<file path="src/design/status_pkg.sv">
// Package with the constants, register map and state type of the status block.
`default_nettype none
package status_pkg;
   localparam int REG_W = 16;
   localparam int ADDR_W = 6;
   localparam int CODE_W = 16;
   localparam int MSG_W = 16;
   localparam int QDEPTH = 8;
   localparam int QPTR_W = 3;
   localparam int QCNT_W = 4;
   localparam int FILT_W = 8;
   localparam int NGRP = 3;
   // Group indices: measurement, operation, questionable.
   localparam logic [1:0] GRP_MEAS = 2'h0;
   localparam logic [1:0] GRP_OPER = 2'h1;
   localparam logic [1:0] GRP_QUES = 2'h2;
   // Register offsets of one group; group base is index times GRP_STRIDE.
   localparam logic [ADDR_W-1:0] GRP_STRIDE = 6'h04;
   localparam logic [1:0] SUB_EVENT = 2'h0;
   localparam logic [1:0] SUB_ENABLE = 2'h1;
   localparam logic [1:0] SUB_COND = 2'h2;
   // Command, format, queue and interrupt registers.
   localparam logic [ADDR_W-1:0] ADR_CMD = 6'h10;
   localparam logic [ADDR_W-1:0] ADR_FORMAT = 6'h11;
   localparam logic [ADDR_W-1:0] ADR_QNEXT = 6'h12;
   localparam logic [ADDR_W-1:0] ADR_QMSG = 6'h13;
   localparam logic [ADDR_W-1:0] ADR_QCOUNT = 6'h14;
   localparam logic [ADDR_W-1:0] ADR_QALL = 6'h15;
   localparam logic [ADDR_W-1:0] ADR_FILTER = 6'h16;
   localparam logic [ADDR_W-1:0] ADR_NUMFMT = 6'h17;
   localparam logic [ADDR_W-1:0] ADR_IRQ_STAT = 6'h18;
   localparam logic [ADDR_W-1:0] ADR_IRQ_CLR = 6'h19;
   localparam logic [ADDR_W-1:0] ADR_IRQ_EN = 6'h1A;
   // Command register bits, each a one-shot action.
   localparam int CMD_CLS = 0;
   localparam int CMD_STPRESET = 1;
   localparam int CMD_RST = 2;
   localparam int CMD_SYSPRESET = 3;
   localparam int CMD_QCLEAR = 4;
   // Number notation of enable writes and query replies.
   localparam logic [1:0] FMT_DEC = 2'h0;
   localparam logic [1:0] FMT_HEX = 2'h1;
   localparam logic [1:0] FMT_OCT = 2'h2;
   localparam logic [1:0] FMT_BIN = 2'h3;
   // Interrupt bits: three summaries, queue not empty, queue overflow.
   localparam int IRQ_W = 5;
   localparam int IRQ_QNE = 3;
   localparam int IRQ_OVF = 4;
   localparam logic [REG_W-1:0] REG_ZERO = 16'h0000;
   localparam logic [FILT_W-1:0] FILT_ALL = 8'hFF;

   typedef enum logic [2:0] {
      Q_IDLE = 3'b001,
      Q_ALL = 3'b010,
      Q_DONE = 3'b100
   } qstate_e;

   typedef struct packed {
      logic [NGRP-1:0][REG_W-1:0] event_r;
      logic [NGRP-1:0][REG_W-1:0] enable_r;
      logic [NGRP-1:0][REG_W-1:0] condSync1;
      logic [NGRP-1:0][REG_W-1:0] condSync2;
      logic [NGRP-1:0][REG_W-1:0] condPrev;
      logic [NGRP-1:0] summary_r;
      logic [QDEPTH-1:0][CODE_W-1:0] qCode;
      logic [QDEPTH-1:0][MSG_W-1:0] qMsg;
      logic [QPTR_W-1:0] qHead;
      logic [QPTR_W-1:0] qTail;
      logic [QCNT_W-1:0] qCount;
      logic [CODE_W-1:0] lastMsg;
      logic [FILT_W-1:0] filter_r;
      logic [1:0] format_r;
      logic [1:0] numFmt_r;
      logic [IRQ_W-1:0] irqStat_r;
      logic [IRQ_W-1:0] irqEn_r;
      logic irq_r;
      logic [REG_W-1:0] rdData_r;
      qstate_e qState;
   } state_s;
endpackage
`default_nettype wire

</file>
<file path="src/design/status_event_and_error_queue.sv">
// Status register groups, number formatting and error queue of the instrument.
// What this block does
// - Three groups, measurement, operation, questionable, each with event, enable, condition.
// - Condition reads return live condition bits without latching or changing them.
// - Power-up and clear-status clear all event bits; status preset keeps them.
// - Power-up and status preset clear all enable bits; clear-status keeps them.
// - Enable writes accept decimal, hexadecimal, octal or binary notation.
// - Event, enable and condition query replies use the currently selected number format.
// - General reset and system preset leave status registers and settings unchanged.
// - Status preset returns status registers to their defaults per the clear rules.
// - Power-up and clear-status empty the error queue.
// - General reset, system preset, status preset leave the error queue alone.
// - Read-next returns oldest entry code alone, keeps its message for ADR_QMSG, and removes it.
// - Read-all returns one entry per read, oldest first, until the queue is empty.
// - Code-only reads return codes alone and still remove entries.
// - Count read returns the number of queued entries, removing none.
// - Queue-clear command discards every queued entry.
// - Enable and disable classes of codes by their low three bits; disabled codes never enter the queue.
`default_nettype none
module status_event_and_error_queue
   import status_pkg::*;
(
   // Clock and reset.
   input wire logic clk,
   input wire logic rst,
   // Register port.
   input wire logic [status_pkg::ADDR_W-1:0] addr,
   input wire logic [status_pkg::REG_W-1:0] wrData,
   input wire logic wrStb,
   input wire logic rdStb,
   output logic [status_pkg::REG_W-1:0] rdData,
   // Live instrument conditions, asynchronous to clk.
   input wire logic [status_pkg::REG_W-1:0] condMeas,
   input wire logic [status_pkg::REG_W-1:0] condOper,
   input wire logic [status_pkg::REG_W-1:0] condQues,
   // Message source: code, message index and push pulse.
   input wire logic [status_pkg::CODE_W-1:0] msgCode,
   input wire logic [status_pkg::MSG_W-1:0] msgText,
   input wire logic msgPush,
   // Group summaries and interrupt.
   output logic [status_pkg::NGRP-1:0] summary,
   output logic irq
);
   import status_pkg::*;

   state_s s;
   state_s n;

   // Parse a value written in the selected notation; digit nibbles carry decimal.
   function automatic logic [REG_W-1:0] parseNum(input logic [1:0] fmt,
                                                 input logic [REG_W-1:0] v);
      logic [REG_W-1:0] r;
      r = REG_ZERO;
      case (fmt)
         FMT_DEC: r = REG_W'(v[15:12] * 1000 + v[11:8] * 100 + v[7:4] * 10 + v[3:0]);
         FMT_OCT: r = REG_W'(v[14:12] * 512 + v[10:8] * 64 + v[6:4] * 8 + v[2:0]);
         default: r = v;
      endcase
      return r;
   endfunction

   // Render a value for a reply; decimal gives BCD, octal gives 3-bit digits in nibbles.
   function automatic logic [REG_W-1:0] renderNum(input logic [1:0] fmt,
                                                  input logic [REG_W-1:0] v);
      logic [REG_W-1:0] r;
      logic [REG_W-1:0] t;
      r = REG_ZERO;
      t = v % 16'h2710;
      case (fmt)
         FMT_DEC: r = {4'(t / 1000), 4'((t / 100) % 10), 4'((t / 10) % 10), 4'(t % 10)};
         FMT_OCT: r = {1'b0, v[11:9], 1'b0, v[8:6], 1'b0, v[5:3], 1'b0, v[2:0]};
         default: r = v;
      endcase
      return r;
   endfunction

   // Message filter: the low code bits select a class; cleared class means disabled.
   function automatic logic codeAllowed(input logic [FILT_W-1:0] f,
                                        input logic [CODE_W-1:0] c);
      return f[c[2:0]];
   endfunction

   // Next-state logic for every register of the block.
   always_comb begin
      logic cls;
      logic stp;
      logic qclr;
      logic pop;
      logic push;
      logic [1:0] grp;
      logic [1:0] sub;
      logic [REG_W-1:0] rv;
      n = s;
      cls = wrStb && addr == ADR_CMD && wrData[CMD_CLS];
      stp = wrStb && addr == ADR_CMD && wrData[CMD_STPRESET];
      // General reset and system preset bits decode to nothing here.
      qclr = wrStb && addr == ADR_CMD && wrData[CMD_QCLEAR];
      pop = 1'b0;
      grp = addr[3:2];
      sub = addr[1:0];
      rv = REG_ZERO;
      n.condSync1 = {condQues, condOper, condMeas};
      n.condSync2 = s.condSync1;
      n.condPrev = s.condSync2;
      // Events latch on a rising condition; a clear in the same cycle loses.
      for (int g = 0; g < NGRP; g++) begin
         logic [REG_W-1:0] rise;
         rise = s.condSync2[g] & ~s.condPrev[g];
         n.event_r[g] = (cls ? REG_ZERO : s.event_r[g]) | rise;
         if (stp) begin
            n.enable_r[g] = REG_ZERO;
         end
         n.summary_r[g] = |(n.event_r[g] & n.enable_r[g]);
      end
      // Register writes.
      if (wrStb) begin
         if (addr < ADR_CMD && grp != 2'h3 && sub == SUB_ENABLE && !stp) begin
            n.enable_r[grp] = parseNum(s.numFmt_r, wrData);
         end
         case (addr)
            ADR_FORMAT: n.format_r = wrData[1:0];
            ADR_NUMFMT: n.numFmt_r = wrData[1:0];
            ADR_FILTER: n.filter_r = wrData[FILT_W-1:0];
            ADR_IRQ_EN: n.irqEn_r = wrData[IRQ_W-1:0];
            default: ;
         endcase
      end
      // Register reads; replies stand one cycle after the strobe.
      if (rdStb) begin
         if (addr < ADR_CMD && grp != 2'h3) begin
            case (sub)
               SUB_EVENT: rv = renderNum(s.format_r, s.event_r[grp]);
               SUB_ENABLE: rv = renderNum(s.format_r, s.enable_r[grp]);
               SUB_COND: rv = renderNum(s.format_r, s.condSync2[grp]);
               default: rv = REG_ZERO;
            endcase
         end else begin
            case (addr)
               ADR_FORMAT: rv = REG_W'(s.format_r);
               ADR_NUMFMT: rv = REG_W'(s.numFmt_r);
               ADR_FILTER: rv = REG_W'(s.filter_r);
               ADR_IRQ_STAT: rv = REG_W'(s.irqStat_r);
               ADR_IRQ_EN: rv = REG_W'(s.irqEn_r);
               ADR_QCOUNT: rv = REG_W'(s.qCount);
               ADR_QMSG: rv = s.lastMsg;
               ADR_QNEXT, ADR_QALL: begin
                  // Code-only reads use this port; the message is kept for ADR_QMSG.
                  if (s.qCount != '0) begin
                     rv = s.qCode[s.qHead];
                     n.lastMsg = s.qMsg[s.qHead];
                     pop = 1'b1;
                  end
                  if (addr == ADR_QALL) begin
                     n.qState = Q_ALL;
                  end
               end
               default: rv = REG_ZERO;
            endcase
         end
      end
      n.rdData_r = rv;
      // Read-all keeps draining one entry per read until the queue is empty.
      case (s.qState)
         Q_IDLE: ;
         Q_ALL: begin
            if (s.qCount == '0 || (s.qCount == QCNT_W'(1) && pop)) begin
               n.qState = Q_DONE;
            end
         end
         Q_DONE: n.qState = Q_IDLE;
         default: n.qState = Q_IDLE;
      endcase
      // Queue update; a full queue drops new messages and flags an overflow.
      push = msgPush && codeAllowed(s.filter_r, msgCode);
      if (pop) begin
         n.qHead = s.qHead + QPTR_W'(1);
      end
      if (push && (s.qCount != QCNT_W'(QDEPTH) || pop)) begin
         n.qCode[s.qTail] = msgCode;
         n.qMsg[s.qTail] = msgText;
         n.qTail = s.qTail + QPTR_W'(1);
      end
      n.qCount = s.qCount + QCNT_W'(n.qTail != s.qTail) - QCNT_W'(pop);
      // Status preset, general reset and system preset never touch the queue.
      if (cls || qclr) begin
         n.qHead = '0;
         n.qTail = '0;
         n.qCount = '0;
         n.qState = Q_IDLE;
      end
      // Interrupt status: set beats the clear in the same cycle.
      if (wrStb && addr == ADR_IRQ_CLR) begin
         n.irqStat_r = s.irqStat_r & ~wrData[IRQ_W-1:0];
      end
      n.irqStat_r[NGRP-1:0] = n.irqStat_r[NGRP-1:0] | (n.summary_r & ~s.summary_r);
      n.irqStat_r[IRQ_QNE] = n.irqStat_r[IRQ_QNE] | (n.qCount != '0 && s.qCount == '0);
      n.irqStat_r[IRQ_OVF] = n.irqStat_r[IRQ_OVF]
                           | (push && s.qCount == QCNT_W'(QDEPTH) && !pop);
      n.irq_r = |(n.irqStat_r & n.irqEn_r);
   end

   // State register; reset stands for power-up.
   always_ff @(posedge clk or posedge rst) begin
      if (rst) begin
         s <= '0;
         s.filter_r <= FILT_ALL;
         s.qState <= Q_IDLE;
      end else begin
         s <= n;
      end
   end

   assign rdData = s.rdData_r;
   assign summary = s.summary_r;
   assign irq = s.irq_r;
endmodule
`default_nettype wire

</file>
<file path="config.mk">
export PLATFORM = sky130hd
export DESIGN_NAME = status_event_and_error_queue
export DESIGN_NICKNAME = d
export VERILOG_FILES = /design/src/design/status_pkg.sv /design/src/design/status_event_and_error_queue.sv
export SDC_FILE = /design/constraint.sdc
export NUM_CORES = 2
export LEC_CHECK = 0
export ABC_CLOCK_PERIOD_IN_PS = 58900
export BUFFER_PORTS_ARGS = -buffer_cell sky130_fd_sc_hd__buf_4
export CAP_MARGIN = 25
export CORE_UTILIZATION = 40
export CTS_BUF_LIST = sky130_fd_sc_hd__clkbuf_4 sky130_fd_sc_hd__clkbuf_8
export DETAILED_ROUTE_END_ITERATION = 12
export GPL_TIMING_DRIVEN = 0
export SYNTH_ARGS = -nofsm -noshare
export SYNTH_HDL_FRONTEND = slang
export SYNTH_SLANG_ARGS = --single-unit
</file>
<file path="constraint.sdc">
create_clock -name clk -period 58.9 [get_ports clk]
set_input_delay 17.67 -clock clk [delete_from_list [all_inputs] [get_ports clk]]
set_output_delay 17.67 -clock clk [all_outputs]
set_load 0.01 [all_outputs]
</file>
==> results.toml <==
[run_status]
outcome = "finished clean"

[layout]
fin_cells = 5557
fillCellCount = 9167
nets = 4412
fin_util_pct = 45.6
seq_area_um2 = 14100
multi_input_area_um2 = 23100
syn_to_final_growth_pct = 12.2
final_layout_size_suffix_gt1_share_pct = 20.5

[floorplanning]
ios = 127
start_util_pct = 40.6
fp.dieW_um = 313
coreArea_um2 = 95400
fp.dieArea_um2 = 98200
die_h_um = 313
std_cell_rows = 113

[route]
drc = 0
drt-initial-drc-count = 3287
ant_nets = 0
drt-pass1-iter-count = 6
wl_per_cell_um = 23.1
viasPerCell = 6.18
via_count = 34300
wl_um = 128000

[critical_path]
crit_family = "compound AO/OA/AOI/OAI gates"
timing.rr.end = "rdData[7]"
ff2ff_path_depth = 30
crit_type = "input pin to flip-flop"
timing.rr.start = "n[339]"
critPathMaxFanout = 10
start_kind = "input pin"
cp.arrival_ns = 27.76
rrSetupSlack_ns = 49.00
end_kind = "flip-flop"
cp.required_ns = 59.50
slowest_stage = "a2bb2oi_1"
path_buf_inv = 4
critical-path-max-stage-delay_ns = 0.73

[grt]
first_global_vias = 32800
grt_use_total_pct = 25.7
grt.overflow.total = 0
grt_max_degree = 120
grt_antenna_before_repair = 9
grt_pass1_wl_um = 198000

[timing]
hold_viol = 0
tightest_slew_ns = 1.11
slew_headroom_pct = 26.2
rsz0062_at_grt = "false"
fin_tns_setup_ns = 0
fin_crit_ns = 27.16
slew_viol_final = 0
min_period_over_period_pct = 46.1
setup_viol = 0
fmax_mhz = 36.8
skew_ns = 0.0508

[power]
p_int_mw = 1.39
p_sw_mw = 1.34
p_comb_share_pct = 68.2
seqPwrFrac_pct = 18.2
powerDensity_nw_per_um2 = 62.7
power_leakage_nw = 18.4
clkPwrFrac_pct = 13.6
ir_drop_mv = 0.0679
switching_share_pct = 49.0

[min_path]
worstHoldEndpoint = "n[340]"
min_path_cells = 0
hold_class = "flip-flop to flip-flop"
min_from = "n[388]"

[yosys]
synth_nets = 4186
synth.distinct_cells = 131
synth_top_flop_cell = "dfrtp_1"
async_reset_ff_share_pct = 100
ys_ff_latch = 564
yosysSeqAreaShare_pct = 36.4
synth_edf_count = 0
syn_inst = 3996
ys_warn_count = 0
syn_area_um2 = 38800
avgSynthCellArea_um2 = 9.70

[cts]
clkTransAtPathRegs_ns = 0.06
cts_tree = "built"
cts-buffers-inserted = 90
cts.sinks = 564
cts.repair.resized = 0
post_cts_buffers = 0
htree_levels = 3
hold_buffers = 0
clk_latency_ns = 0.71
cts_root_buffer = "clkbuf_8"
cts_buffer_depth = 3

[placed_design]
numPlacedInstances = 5390
gp_congestion = 1.01
portBuffers = 120
dp_hpwl_um = 97900

[job]
maxCapViolations = 0
area by class of cell:
class,count,share of cell area [%]
plain buffers,233,2.51
diodes,2,0.0115
clock buffers,135,3.93
repair buffers,134,2.62
well taps,1265,3.64
inverters,119,1.04
flip-flops and latches,564,32.5
multi-input cells,3080,53.1
clock inverters,25,0.684
worst max path at each step:
stage | cells after the start | slack [ns] | startpoint | end
after global routing | 34 | 31.13 | addr[3] | rdData[7]
final | 33 | 31.74 | addr[3] | rdData[6]
after global placement | 2 | 19.07 | rst | rdData[12]
after CTS | 34 | 31.98 | addr[3] | rdData[7]
after detailed placement | 32 | 31.21 | addr[3] | rdData[6]
after floorplan | 1 | 25.47 | rst | irq
routing by layer:
metal	share of wire (%)	wire [um]	track usage [%]
met1	43	55700	35.4
met2	46	59200	41.1
met3	7.5	9670	4.23
met4	3.0	3810	8.02
met5	0.061	78	0
power by group through the flow:
| stage | clock [mW] | combinational (mW) | sequential, mW |
|---|---|---|---|
| after floorplan | 0 | 1.39 | 0.487 |
| after global placement | 0 | 1.81 | 0.502 |
| after detailed placement | 0 | 1.82 | 0.503 |
| after CTS | 0.378 | 1.83 | 0.497 |
| after global routing | 0.394 | 2.03 | 0.505 |
| final | 0.371 | 1.86 | 0.498 |
synthesized netlist by cell type (all sizes together) (66+ instances only):
master | n | area, um^2
a211oi | 71 | 568
a21oi | 242 | 1260
buf | 102 | 602
clkbuf | 131 | 492
dfrtp | 556 | 13900
inv | 118 | 443
mux2 | 293 | 3300
mux2i | 123 | 1230
mux4 | 66 | 1490
nand2 | 325 | 1220
nand3 | 119 | 616
nor2 | 315 | 1200
nor3 | 79 | 410
o21ai | 249 | 1270
xnor2 | 115 | 1040
flip-flops by register name (all words and copies together) (netlist names):
| register | count |
|---|---|
| irq | 1 |
| n | 96 |
| rdData | 16 |
| s | 448 |
| summary | 3 |
layout by cell type, fill, tap and decap left out, drive strengths merged, types with 123 or more instances in the layout:
cell and instances:
dfrtp 556, inv 124, mux2 293, buf 236, a21oi 242, o21ai 249
nand2 325, mux2i 123, clkbuf 266, nor2 315
metrics by stage:
step,hold slack [ns],setup WS [ns],power (mW),area (um^2)
6_report,0.311,31.74,2.73,43500
5_1_grt,0.305,31.13,2.92,43500
4_1_cts,0.306,31.98,2.70,43400
3_5_place_dp,0.335,31.21,2.32,41400
3_3_place_gp,0.333,19.07,2.31,41300
2_1_floorplan,0.331,25.47,1.88,38800
logic make-up (layout without fill, tap and decap cells):
| family | after synthesis | in the layout | synth area share (%) |
|---|---|---|---|
| multiplexers | 482 | 482 | 15.5 |
| AO/OA/AOI/OAI | 1261 | 1261 | 23.9 |
| buffers and inverters | 352 | 646 | 3.97 |
| AND/OR/NAND/NOR | 1106 | 1106 | 13.6 |
| other | 0 | 2 | 0 |
| XOR/XNOR | 135 | 135 | 3.14 |
| flip-flops | 564 | 564 | 36.4 |
| adder cells (fa/ha/maj) | 96 | 96 | 3.36 |
worst register-to-register path, delay by kind of cell (launching register included):
kind            cells  cell delay, ns
compound gates     15            5.42
simple gates        8            2.09
mux                 3            0.98
flops               1            0.51
buf+inv             2            0.40
fa+ha+maj           1            0.22
xor+xnor            1            0.19
No activity file was read; power rests on OpenSTA's default activity.
